## src/design/bms_pkg.sv

```systemverilog
// Shared constants, types and field layout of the bridge measurement sequencer.
package bms_pkg;

   // ----------------------------------------------------------------
   // Timing
   // ----------------------------------------------------------------
   localparam int CLK_NS = 40;                 // System clock period in ns.
   localparam int US_NS = 1000;                // One microsecond in ns.
   localparam int US_CYC = US_NS / CLK_NS;     // Clock cycles per microsecond.

   // ----------------------------------------------------------------
   // Register byte offsets
   // ----------------------------------------------------------------
   localparam logic [7:0] OFS_CYCLE = 8'h00;   // Cycle configuration word.
   localparam logic [7:0] OFS_CONV = 8'h04;    // Converter setup.
   localparam logic [7:0] OFS_XZC = 8'h08;     // Offset pre-compensation.
   localparam logic [7:0] OFS_STATUS = 8'h0c;  // Sequencer state, read only.
   localparam logic [7:0] OFS_RESULT = 8'h10;  // Last sample, read only.

   // ----------------------------------------------------------------
   // Field positions
   // ----------------------------------------------------------------
   localparam int CYC_N_LO = 7;                // Repeat exponent, bits 9:7.
   localparam int CYC_T2E = 11;                // Second temperature enable.
   localparam int CYC_T1E = 12;                // Main temperature enable.
   localparam int CONV_ORDER = 0;              // 0 first order, 1 second.
   localparam int CONV_RES_LO = 4;             // Resolution, bits 7:4.
   localparam int CONV_RS_LO = 8;              // Range shift, bits 9:8.
   localparam int CONV_REF = 12;               // 0 bridge top, 1 analog supply.
   localparam int XZC_EN = 8;                  // Pre-compensation enable.

   // ----------------------------------------------------------------
   // Reset values and limits
   // ----------------------------------------------------------------
   localparam logic [15:0] CYCLE_RST = 16'h1000;
   localparam logic [15:0] CONV_RST = 16'h00c0;
   localparam logic [8:0] XZC_RST = 9'h100;
   localparam logic [3:0] RES1_MIN = 4'h9;
   localparam logic [3:0] RES1_MAX = 4'he;
   localparam logic [3:0] RES2_MIN = 4'hb;
   localparam logic [3:0] RES2_MAX = 4'hf;
   localparam logic [5:0] XZC_NEG_MAX = 6'h21;  // Minus 31.
   localparam logic [5:0] XZC_NEG_OVR = 6'h20;  // Minus 32, not accepted.
   localparam logic [3:0] PHASE_LAST = 4'hb;

   // ----------------------------------------------------------------
   // Types
   // ----------------------------------------------------------------
   typedef enum logic [2:0] {
      TAG_BRIDGE, TAG_BRIDGE_AZ, TAG_T1_AZ, TAG_T1, TAG_T2_AZ, TAG_T2, TAG_CM
   } bms_tag_t;

   typedef struct packed {
      logic order;        // Converter order.
      logic [3:0] res;    // Resolution in bits.
      logic [1:0] rshift; // Range shift 1/2, 3/4, 7/8, 15/16.
      logic ref_sel;      // Converter reference select.
   } bms_conv_t;

   typedef struct packed {
      bms_tag_t tag;      // Channel the sample belongs to.
      logic [15:0] data;  // Conversion count.
   } bms_sample_t;

endpackage

```

## src/design/bms_sequencer.sv

```systemverilog
// Bridge measurement sequencer with converter setup and APB registers.
//
// Contract
// RL1: Two offset paths: digital plus analog pre-compensation.
// RL2: Six-bit stored field sets analog pre-compensation.
// RL3: Step code accepted from minus to plus 31.
// RL4: Compensation voltage scales with code, k, gain.
// RL5: Repeat count from cycle word bits 9:7.
// RL6: One bit includes second temperature slots.
// RL7: Start routine measures bridge, optional main temperature.
// RL8: Fixed repeating order of bridge and special slots.
// RL9: Auto-zero slots short input, measure offset.
// RL10: First order: 9 to 14 bits, 2^r us.
// RL11: Second order: 11 to 15 bits, shorter time.
// RL12: Count uses resolution, reference and range shift.
// RL13: Range shift chosen from four stored fractions.
// RL14: Reference is bridge top or analog supply.
// RL15: Analog supply reference needs zero enabled code; ref_sel follows its stored bit whatever XZC_CODE holds.
// RL16: Output resolution follows converter resolution, capped.
// RL17: Pick resolution one to two bits above output.
// RL18: Sequencer drives multiplexer and conversion starts.
// RL19: Each result carries a channel tag.
`timescale 1ns/1ps
module bms_sequencer #(
   parameter int US_CYCLES = bms_pkg::US_CYC  // Clock cycles per microsecond.
) (
   input wire logic SYS_CLK,                  // System clock, 25 MHz.
   input wire logic RST,                      // Synchronous reset, high.
   input wire logic PSEL,                     // APB select.
   input wire logic PENABLE,                  // APB access phase.
   input wire logic PWRITE,                   // APB write.
   input wire logic [7:0] PADDR,              // APB byte address.
   input wire logic [31:0] PWDATA,            // APB write data.
   output logic [31:0] PRDATA,                // APB read data.
   output logic PREADY,                       // APB ready.
   output logic PSLVERR,                      // APB error, unmapped address.
   input wire logic [15:0] CONV_DATA,         // Count from the converter.
   output logic [2:0] MUX_SEL,                // Multiplexer channel.
   output logic AUTO_ZERO,                    // Short the selected input.
   output logic CONV_START,                   // Conversion start pulse.
   output bms_pkg::bms_conv_t CONV_CFG,       // Converter setup.
   output logic [4:0] OUT_RES,                // Analog output resolution.
   output logic [4:0] PWM_RES,                // Pulse-width output resolution.
   output logic [5:0] XZC_CODE,               // Signed pre-compensation step.
   output logic XZC_ENABLE,                   // Pre-compensation on.
   output bms_pkg::bms_sample_t SAMPLE,       // Tagged conversion result.
   output logic SAMPLE_VALID                  // Pulse with each result.
);
   import bms_pkg::*;

   // ----------------------------------------------------------------
   // Declarations
   // ----------------------------------------------------------------
   typedef enum {ST_IDLE, ST_START, ST_CONV, ST_NEXT} bms_state_t;

   logic [15:0] cycle_config_word;  // Stored cycle configuration.
   logic [15:0] conv_word;          // Stored converter setup.
   logic [8:0] xzc_word;            // Stored pre-compensation field.
   bms_state_t state;               // Sequencer state.
   logic in_start;                  // Start routine still running.
   logic [1:0] start_step;          // Slot within the start routine.
   logic [3:0] phase;               // Slot within the main cycle.
   logic [7:0] rep;                 // Bridge repeats done in this run.
   bms_tag_t cur_tag;               // Channel of the running slot.
   logic tick;                      // Microsecond enable.
   logic conv_done;                 // Conversion time elapsed.
   logic [3:0] conv_exp;            // Time exponent of a conversion.
   logic [3:0] res_eff;             // Resolution after limiting.
   logic [7:0] n_count;             // Bridge repeat count.
   logic second_temp_enable;        // Second temperature slots on.
   logic main_temp_enable;          // Main temperature in start routine.
   logic setup;                     // APB setup cycle seen.
   logic [31:0] rd_mux;             // Read data for the address.
   logic hit;                       // Address is mapped.

   // ----------------------------------------------------------------
   // Helper functions
   // ----------------------------------------------------------------
   // Limit a resolution to the range of the chosen order.
   function automatic logic [3:0] clamp_res(input logic ord, input logic [3:0] r);
      logic [3:0] lo;
      logic [3:0] hi;
      lo = ord ? RES2_MIN : RES1_MIN;
      hi = ord ? RES2_MAX : RES1_MAX;
      if (r < lo) begin
         clamp_res = lo;
      end else if (r > hi) begin
         clamp_res = hi;
      end else begin
         clamp_res = r;
      end
   endfunction

   // Cap a resolution at a given output width.
   function automatic logic [4:0] cap_res(input logic [3:0] r, input logic [4:0] cap);
      cap_res = ({1'b0, r} > cap) ? cap : {1'b0, r};
   endfunction

   // Map a main-cycle phase to its channel; even phases are bridge runs.
   function automatic bms_tag_t phase_tag(input logic [3:0] p);
      case (p)
         4'h1: phase_tag = TAG_T1_AZ;
         4'h3: phase_tag = TAG_T1;
         4'h5: phase_tag = TAG_BRIDGE_AZ;
         4'h7: phase_tag = TAG_T2_AZ;
         4'h9: phase_tag = TAG_T2;
         4'hb: phase_tag = TAG_CM;
         default: phase_tag = TAG_BRIDGE;
      endcase
   endfunction

   // ----------------------------------------------------------------
   // Decoded configuration
   // ----------------------------------------------------------------
   // RL5: repeat count from cycle bits.
   assign n_count = 8'h01 << cycle_config_word[CYC_N_LO +: 3];
   // RL6: second temperature enable bit.
   assign second_temp_enable = cycle_config_word[CYC_T2E];
   assign main_temp_enable = cycle_config_word[CYC_T1E];
   assign res_eff = clamp_res(conv_word[CONV_ORDER], conv_word[CONV_RES_LO +: 4]);
   // RL10: first order waits 2^r us.
   // RL11: second order waits 2^((r+3)/2) us.
   assign conv_exp = conv_word[CONV_ORDER] ? 4'((5'(res_eff) + 5'd3) >> 1) : res_eff;

   // ----------------------------------------------------------------
   // Timing helpers
   // ----------------------------------------------------------------
   bms_tick #(
      .DIV(US_CYCLES)
   ) u_tick (
      .clk(SYS_CLK),
      .rst(RST),
      .tick(tick)
   );

   bms_conv_timer u_timer (
      .clk(SYS_CLK),
      .rst(RST),
      .tick(tick),
      .start(CONV_START),
      .expo(conv_exp),
      .done(conv_done)
   );

   // ----------------------------------------------------------------
   // APB slave
   // ----------------------------------------------------------------
   assign setup = PSEL && !PENABLE && !PREADY;
   assign hit = (PADDR == OFS_CYCLE) || (PADDR == OFS_CONV) || (PADDR == OFS_XZC) ||
                (PADDR == OFS_STATUS) || (PADDR == OFS_RESULT);

   // Select the read word for the current address.
   always_comb begin
      case (PADDR)
         OFS_CYCLE: rd_mux = {16'h0000, cycle_config_word};
         OFS_CONV: rd_mux = {16'h0000, conv_word};
         OFS_XZC: rd_mux = {23'h000000, xzc_word};
         OFS_STATUS: rd_mux = {rep, 4'h0, phase, 5'h00, cur_tag, 4'h0,
                               start_step, in_start, state != ST_IDLE};
         OFS_RESULT: rd_mux = {13'h0000, SAMPLE};
         default: rd_mux = 32'h00000000;
      endcase
   end

   // Answer every transfer after one access cycle.
   always_ff @(posedge SYS_CLK) begin
      if (RST) begin
         PREADY <= 1'b0;
         PSLVERR <= 1'b0;
         PRDATA <= 32'h00000000;
      end else begin
         PREADY <= setup;
         PSLVERR <= setup && !hit;
         if (setup && !PWRITE) begin
            PRDATA <= rd_mux;
         end
      end
   end

   // Store configuration words on a completed write.
   always_ff @(posedge SYS_CLK) begin
      if (RST) begin
         cycle_config_word <= CYCLE_RST;
         conv_word <= CONV_RST;
         xzc_word <= XZC_RST;
      end else if (PSEL && PENABLE && PREADY && PWRITE) begin
         case (PADDR)
            OFS_CYCLE: cycle_config_word <= PWDATA[15:0];
            OFS_CONV: conv_word <= PWDATA[15:0];
            // RL3: minus 32 is not a legal step, take minus 31.
            OFS_XZC: xzc_word <= {PWDATA[8], 2'h0, (PWDATA[5:0] == XZC_NEG_OVR) ?
                                  XZC_NEG_MAX : PWDATA[5:0]};
            default: ;
         endcase
      end
   end

   // ----------------------------------------------------------------
   // Analog and converter setup outputs
   // ----------------------------------------------------------------
   // Drive the setup pins from the stored words.
   always_ff @(posedge SYS_CLK) begin
      if (RST) begin
         CONV_CFG <= '0;
         OUT_RES <= 5'h00;
         PWM_RES <= 5'h00;
         XZC_CODE <= 6'h00;
         XZC_ENABLE <= 1'b0;
      end else begin
         // RL12: resolution, range shift and reference feed the count.
         // RL13: range shift from stored field.
         // RL14: reference source from stored bit.
         CONV_CFG <= '{order: conv_word[CONV_ORDER], res: res_eff,
                       rshift: conv_word[CONV_RS_LO +: 2], ref_sel: conv_word[CONV_REF]};
         // RL16: analog capped at 11, pulse-width at 12 bits.
         OUT_RES <= cap_res(res_eff, 5'h0b);
         PWM_RES <= cap_res(res_eff, 5'h0c);
         // RL1: analog path beside the digital correction downstream.
         // RL2: six-bit pre-compensation field.
         // RL4: code scales the added voltage with k and gain.
         XZC_CODE <= xzc_word[5:0];
         XZC_ENABLE <= xzc_word[XZC_EN];
      end
   end

   // ----------------------------------------------------------------
   // Measurement sequencer
   // ----------------------------------------------------------------
   // Walk the start routine, then the repeating cycle, one slot at a time.
   always_ff @(posedge SYS_CLK) begin
      if (RST) begin
         state <= ST_IDLE;
         in_start <= 1'b1;
         start_step <= 2'h0;
         phase <= 4'h0;
         rep <= 8'h00;
         cur_tag <= TAG_BRIDGE_AZ;
         CONV_START <= 1'b0;
      end else begin
         CONV_START <= 1'b0;
         case (state)
            // RL7: after reset the start routine runs first.
            ST_IDLE: begin
               state <= ST_START;
               cur_tag <= TAG_BRIDGE_AZ;
            end
            // RL18: select channel and start the conversion.
            ST_START: begin
               CONV_START <= 1'b1;
               state <= ST_CONV;
            end
            ST_CONV: begin
               if (conv_done) begin
                  state <= ST_NEXT;
               end
            end
            ST_NEXT: begin
               state <= ST_START;
               if (in_start) begin
                  // RL7: bridge auto-zero, bridge, then main temperature.
                  if (start_step == 2'h1 && !main_temp_enable) begin
                     in_start <= 1'b0;
                     phase <= 4'h0;
                     cur_tag <= TAG_BRIDGE;
                  end else if (start_step == 2'h3) begin
                     in_start <= 1'b0;
                     phase <= 4'h0;
                     cur_tag <= TAG_BRIDGE;
                  end else begin
                     start_step <= start_step + 2'h1;
                     case (start_step)
                        2'h0: cur_tag <= TAG_BRIDGE;
                        2'h1: cur_tag <= TAG_T1_AZ;
                        default: cur_tag <= TAG_T1;
                     endcase
                  end
               end else if (!phase[0] && (rep + 8'h01) < n_count) begin
                  // RL5: stay on the bridge until n samples are taken.
                  rep <= rep + 8'h01;
               end else begin
                  rep <= 8'h00;
                  // RL8: fixed order, wrapping after common mode.
                  if (phase == PHASE_LAST) begin
                     phase <= 4'h0;
                     cur_tag <= TAG_BRIDGE;
                  end else if (phase == 4'h5 && !second_temp_enable) begin
                     // RL6: skip the second temperature slots.
                     phase <= 4'ha;
                     cur_tag <= phase_tag(4'ha);
                  end else begin
                     phase <= phase + 4'h1;
                     cur_tag <= phase_tag(phase + 4'h1);
                  end
               end
            end
            default: state <= ST_IDLE;
         endcase
      end
   end

   // Drive multiplexer and input short from the running slot.
   always_ff @(posedge SYS_CLK) begin
      if (RST) begin
         MUX_SEL <= 3'h0;
         AUTO_ZERO <= 1'b0;
      end else begin
         // RL18: multiplexer follows the sequencer.
         MUX_SEL <= cur_tag;
         // RL9: auto-zero slots short the channel input.
         AUTO_ZERO <= (cur_tag == TAG_BRIDGE_AZ) || (cur_tag == TAG_T1_AZ) ||
                      (cur_tag == TAG_T2_AZ);
      end
   end

   // Capture the converter count with its channel at the end of a slot.
   always_ff @(posedge SYS_CLK) begin
      if (RST) begin
         SAMPLE <= '{tag: TAG_BRIDGE, data: 16'h0000};
         SAMPLE_VALID <= 1'b0;
      end else begin
         SAMPLE_VALID <= conv_done;
         if (conv_done) begin
            // RL19: result carries its channel tag.
            SAMPLE <= '{tag: cur_tag, data: CONV_DATA};
         end
      end
   end

endmodule

```

## src/design/bms_tick.sv

```systemverilog
// Microsecond enable divider for conversion timing.
`timescale 1ns/1ps
module bms_tick #(
   parameter int DIV = 25  // Clock cycles per tick.
) (
   input wire logic clk,   // System clock.
   input wire logic rst,   // Synchronous reset.
   output logic tick       // One-cycle pulse each period.
);

   logic [15:0] cnt;       // Cycles left to the next tick.

   // Count down and pulse when the count wraps.
   always_ff @(posedge clk) begin
      if (rst) begin
         cnt <= 16'h0000;
         tick <= 1'b0;
      end else if (cnt == 16'h0000) begin
         cnt <= 16'(DIV - 1);
         tick <= 1'b1;
      end else begin
         cnt <= cnt - 16'h0001;
         tick <= 1'b0;
      end
   end

endmodule

```

## src/design/bms_conv_timer.sv

```systemverilog
// Conversion time counter: waits 2 to the power exp microsecond ticks.
`timescale 1ns/1ps
module bms_conv_timer (
   input wire logic clk,         // System clock.
   input wire logic rst,         // Synchronous reset.
   input wire logic tick,        // Microsecond enable.
   input wire logic start,       // Begin a conversion.
   input wire logic [3:0] expo,  // Time exponent.
   output logic done             // One-cycle pulse at the end.
);

   logic [15:0] cnt;             // Ticks still to wait.
   logic busy;                   // A conversion is being timed.

   // Load on start, count ticks, pulse done when the last one passes.
   always_ff @(posedge clk) begin
      if (rst) begin
         cnt <= 16'h0000;
         busy <= 1'b0;
         done <= 1'b0;
      end else begin
         done <= 1'b0;
         if (start) begin
            cnt <= 16'(16'h0001 << expo);
            busy <= 1'b1;
         end else if (busy && tick) begin
            if (cnt == 16'h0001) begin
               busy <= 1'b0;
               done <= 1'b1;
            end
            cnt <= cnt - 16'h0001;
         end
      end
   end

endmodule

```

## config.mk

```make
export PLATFORM = sky130hd
export DESIGN_NAME = bms_sequencer
export DESIGN_NICKNAME = d
export VERILOG_FILES = /design/src/design/bms_pkg.sv /design/src/design/bms_sequencer.sv /design/src/design/bms_tick.sv /design/src/design/bms_conv_timer.sv
export SDC_FILE = /design/constraint.sdc
export NUM_CORES = 1
export LEC_CHECK = 0
export BUFFER_PORTS_ARGS = -buffer_cell sky130_fd_sc_hd__buf_2
export CAP_MARGIN = 30
export CORE_MARGIN = 1.5
export CORE_UTILIZATION = 60
export CTS_CLUSTER_SIZE = 25
export DETAILED_ROUTE_END_ITERATION = 10
export PLACE_DENSITY = 0.84
export RECOVER_POWER = 25
export SYNTH_ARGS = -nofsm -noshare
export SYNTH_HDL_FRONTEND = slang
export SYNTH_HIERARCHICAL = 1
export SYNTH_SLANG_ARGS = --single-unit
```

## constraint.sdc

```tcl
create_clock -name SYS_CLK -period 9.5 [get_ports SYS_CLK]
set_clock_uncertainty 0.1 [all_clocks]
set_input_delay 0.95 -clock SYS_CLK [delete_from_list [all_inputs] [get_ports SYS_CLK]]
set_output_delay 0.95 -clock SYS_CLK [all_outputs]
set_load 0.01 [all_outputs]
```

==> flow_summary_export.csv <==
group,metric,value,unit
placement,hpwl,13000,um
global_routing,antenna_found_initial,2,
logic_synthesis,yosysSeqAreaShare,42.6,%
routing,drt-total-wl,18800,um
clock_tree,cts_resized,0,
logic_synthesis,synth.distinct_cells,82,
sta,min_period,3.88,ns
routing,viasPerCell,5.90,
placement,pre_cts_ws,5.67,ns
sta,slew_viol_final,0,
finish,final_cell_mix,"dfxtp_1, nor2_1, buf_2",
die,core,12800,sq um
global_routing,grt_pass1_wl,30400,um
outcome,status,"complete, no violations",
power_and_ir_drop,swShare,30.7,%
clock_tree,cts_made_buffers,17,
logic_synthesis,syn_inst,880,
logic_synthesis,synth-edff-count,0,
critical_path,startpoint_type,"register",
sta,finalSetupViolCount,0,
clock_tree,cts-root-buf,"clkbuf_16",
sta,setup-tns-final,0,ns
critical_path,critPathArrivalTime,4.12,ns
critical_path,cp_slowest_stage_delay,0.66,ns
critical_path,critPathMaxFanout,11,
clock_tree,cts_buffer_depth,2,
critical_path,crit_type,"reg2reg",
die,die_x,118,um
logic_synthesis,async_flop_share,0,%
clock_tree,cts_tree,"built",
power_and_ir_drop,p_leak,3.67,nW
flow_run,cap_violations,0,
clock_tree,post_cts_buffers,0,
sta,timing.final.crit_share,40.9,%
clock_tree,htree_levels,4,
logic_synthesis,synth_flop_cell,"dfxtp_1",
finish,fill_cells,1023,
sta,worst-slew-pin-transition,1.21,ns
global_routing,grt_usage,26.9,%
finish,insertedDiodeCount,0,
power_and_ir_drop,power_frac_seq,43.6,%
clock_tree,cts_sinks,170,
global_routing,grt_max_degree,95,
power_and_ir_drop,ir_worst_vdd,0.148,mV
critical_path,cpMostUsedCell,"ha_1",
die,start_util,62.3,%
routing,first_iter_violations,551,
placement,placed_area,8540,sq um
placement,place.gp.congestion,0.906,
clock_tree,clk_latency,0.43,ns
routing,wl_per_cell,16.3,um
finish,final_nets,1058,
global_routing,grt_pass1_vias,6200,
sta,final_hold_viol_count,0,
logic_synthesis,yosys_warnings,6,
power_and_ir_drop,p_clk_share,34.3,%
routing,num_vias,6812,
finish,fin_cells,1154,
die,ioPinCount,145,
sta,finalWorstSetupSlack,5.62,ns
routing,antenna_left,0,
power_and_ir_drop,power-per-cell-area,214,nW/um^2
finish,postLayoutCellArea,9070,sq um
logic_synthesis,synth_top_area_share,42.6,%
finish,regArea,3400,sq um
min_path,hold_path_class,"reg2reg",
placement,io_buffers,122,
finish,multiInputGateArea,4190,sq um
clock_tree,path_clk_slew,0.06,ns
logic_synthesis,synth-seq-cells,170,
critical_path,crit_slowest_cell,"a311oi_1",
critical_path,critPathTopFamily,"compound AO/OA/AOI/OAI gates",
sta,max-slew-margin-rel,19.1,%
die,die_area,14000,sq um
global_routing,grt_overflow_total,0,
finish,area_growth_syn_to_layout,13.6,%
logic_synthesis,yosys.area.top_type,"dfxtp_1",
sta,rsz0062_at_grt,"no",
die,floorplan.rows,41,
critical_path,critPathRequiredTime,9.74,ns
power_and_ir_drop,power_frac_comb,22.1,%
sta,fmax,258,MHz
power_and_ir_drop,p_sw,0.598,mW
routing,drtPass1Iterations,7,
logic_synthesis,avgSynthCellArea,9.07,sq um
critical_path,worstSetupEndpointType,"register",
clock_tree,hold_buffers,0,
routing,drc,0,
critical_path,cp.buffers_inverters,1,
placement,dp.cells,1122,
logic_synthesis,synth.area.top_cells,"dfxtp_1, mux2i_1, nor2_1",
critical_path,path_cells,"ha_1 > nor3_1 > a21oi_1 > a311oi_1 > ha_1 > inv_1 > ha_1 > nand2_1 > o21ai_0 > nand2b_1 > o211ai_1 > mux2i_1 > nor3_1",
logic_synthesis,synth_area,7980,sq um
finish,final_layout_size_suffix_gt1_share,14.1,%
power_and_ir_drop,cell_internal_pwr,1.35,mW
finish,final_common_cell,"dfxtp_1",
die,die_h,118,um
==> through the flow <==
step / utilization [%] / hold slack (ns) / total power [mW]
after CTS: 71.1 / 0.360 / 1.95
after floorplan: - / 0.331 / 1.19
final: 70.7 / 0.360 / 1.94
after detailed placement: 66.6 / 0.346 / 1.28
after global routing: 70.7 / 0.392 / 2.03
after global placement: 66.6 / 0.331 / 1.27
==> final cells by class <==
cell class | instances | share of cell area, %
Timing Repair Buffer | 127 | 6.63
Clock inverter | 9 | 0.979
Clock buffer | 22 | 5.34
Inverter | 23 | 0.952
Tap cell | 172 | 2.37
Multi-Input combinational cell | 631 | 46.2
Sequential cell | 170 | 37.5
==> cell usage after synthesis, drive strengths merged, types with 6 or more instances <==
cell and number:
nor2b 22, o21ai 46, a32o 6, clkbuf 35, nand3b 10, a211oi 7
buf 27, o32ai 6, and2 6, dfxtp 170, ha 27, xor2 12
a22o 20, a31oi 9, a22oi 7, mux2i 63, nand3 25, nor4 11
nor3 21, xnor2 9, nand4 8, a21oi 34, nand2b 8, nand2 64
inv 23, nor2 126
==> metal layers <==
layer / vias up / part of all wire [%] / routed length, um / track usage [%]
met5: - / 0.14 / 26 / 0
met4: 4 / 1.6 / 299 / 9.68
met3: 27 / 8.0 / 1510 / 6.76
met2: 266 / 46 / 8600 / 42.8
met1: 3218 / 44 / 8340 / 35.5
li1: 3297 / - / - / -
==> cell families (layout without fill, tap and decap cells) <==
logic type | count (synthesis) | count (layout) | share of synthesized area [%]
multiplexers | 69 | 69 | 9.17
other | 1 | 7 | 0.0470
XOR/XNOR | 21 | 21 | 2.30
flip-flops | 170 | 170 | 42.6
buffers and inverters | 85 | 181 | 5.14
AND/OR/NAND/NOR | 335 | 335 | 21.7
adder cells (fa/ha/maj) | 27 | 27 | 4.23
AO/OA/AOI/OAI | 172 | 172 | 14.8
==> state kept, by name, indices dropped and copies added, names as in the netlist, 3 cells and up <==
name,flops
PRDATA,28
SAMPLE,19
conv_word,16
cycle_config_word,16
u_tick/cnt,16
u_timer/cnt,16
CONV_CFG,8
rep,8
xzc_word,7
XZC_CODE,6
phase,4
MUX_SEL,3
OUT_RES,3
PWM_RES,3
cur_tag,3
==> path summary, 6_finish.rpt <==
check               start               to  slack [ns]  cells past startpoint
min            PRDATA[14]       PRDATA[14]        0.36                      2
max reg2reg  conv_word[0]  u_timer/cnt[13]        5.62                     13
min reg2reg    PRDATA[14]       PRDATA[14]        0.36                      2
max          conv_word[0]  u_timer/cnt[13]        5.62                     13
==> worst reg2reg max path, stage by stage, from the launching register on <==
cell      delay [ns]
dfxtp_1         0.55
ha_1            0.31
nor3_1          0.25
a21oi_1         0.10
a311oi_1        0.66
ha_1            0.26
inv_1           0.04
ha_1            0.26
nand2_1         0.06
o21ai_0         0.33
nand2b_1        0.40
o211ai_1        0.24
mux2i_1         0.09
nor3_1          0.15
==> power by group through the flow <==
stage / combinational, mW / clock (mW) / sequential, mW
CTS: 0.426 / 0.674 / 0.846
finish: 0.429 / 0.667 / 0.848
global placement: 0.410 / 0 / 0.859
global route: 0.473 / 0.703 / 0.856
detailed placement: 0.417 / 0 / 0.860
floorplan: 0.346 / 0 / 0.840
No activity file was read; power rests on OpenSTA's default activity.
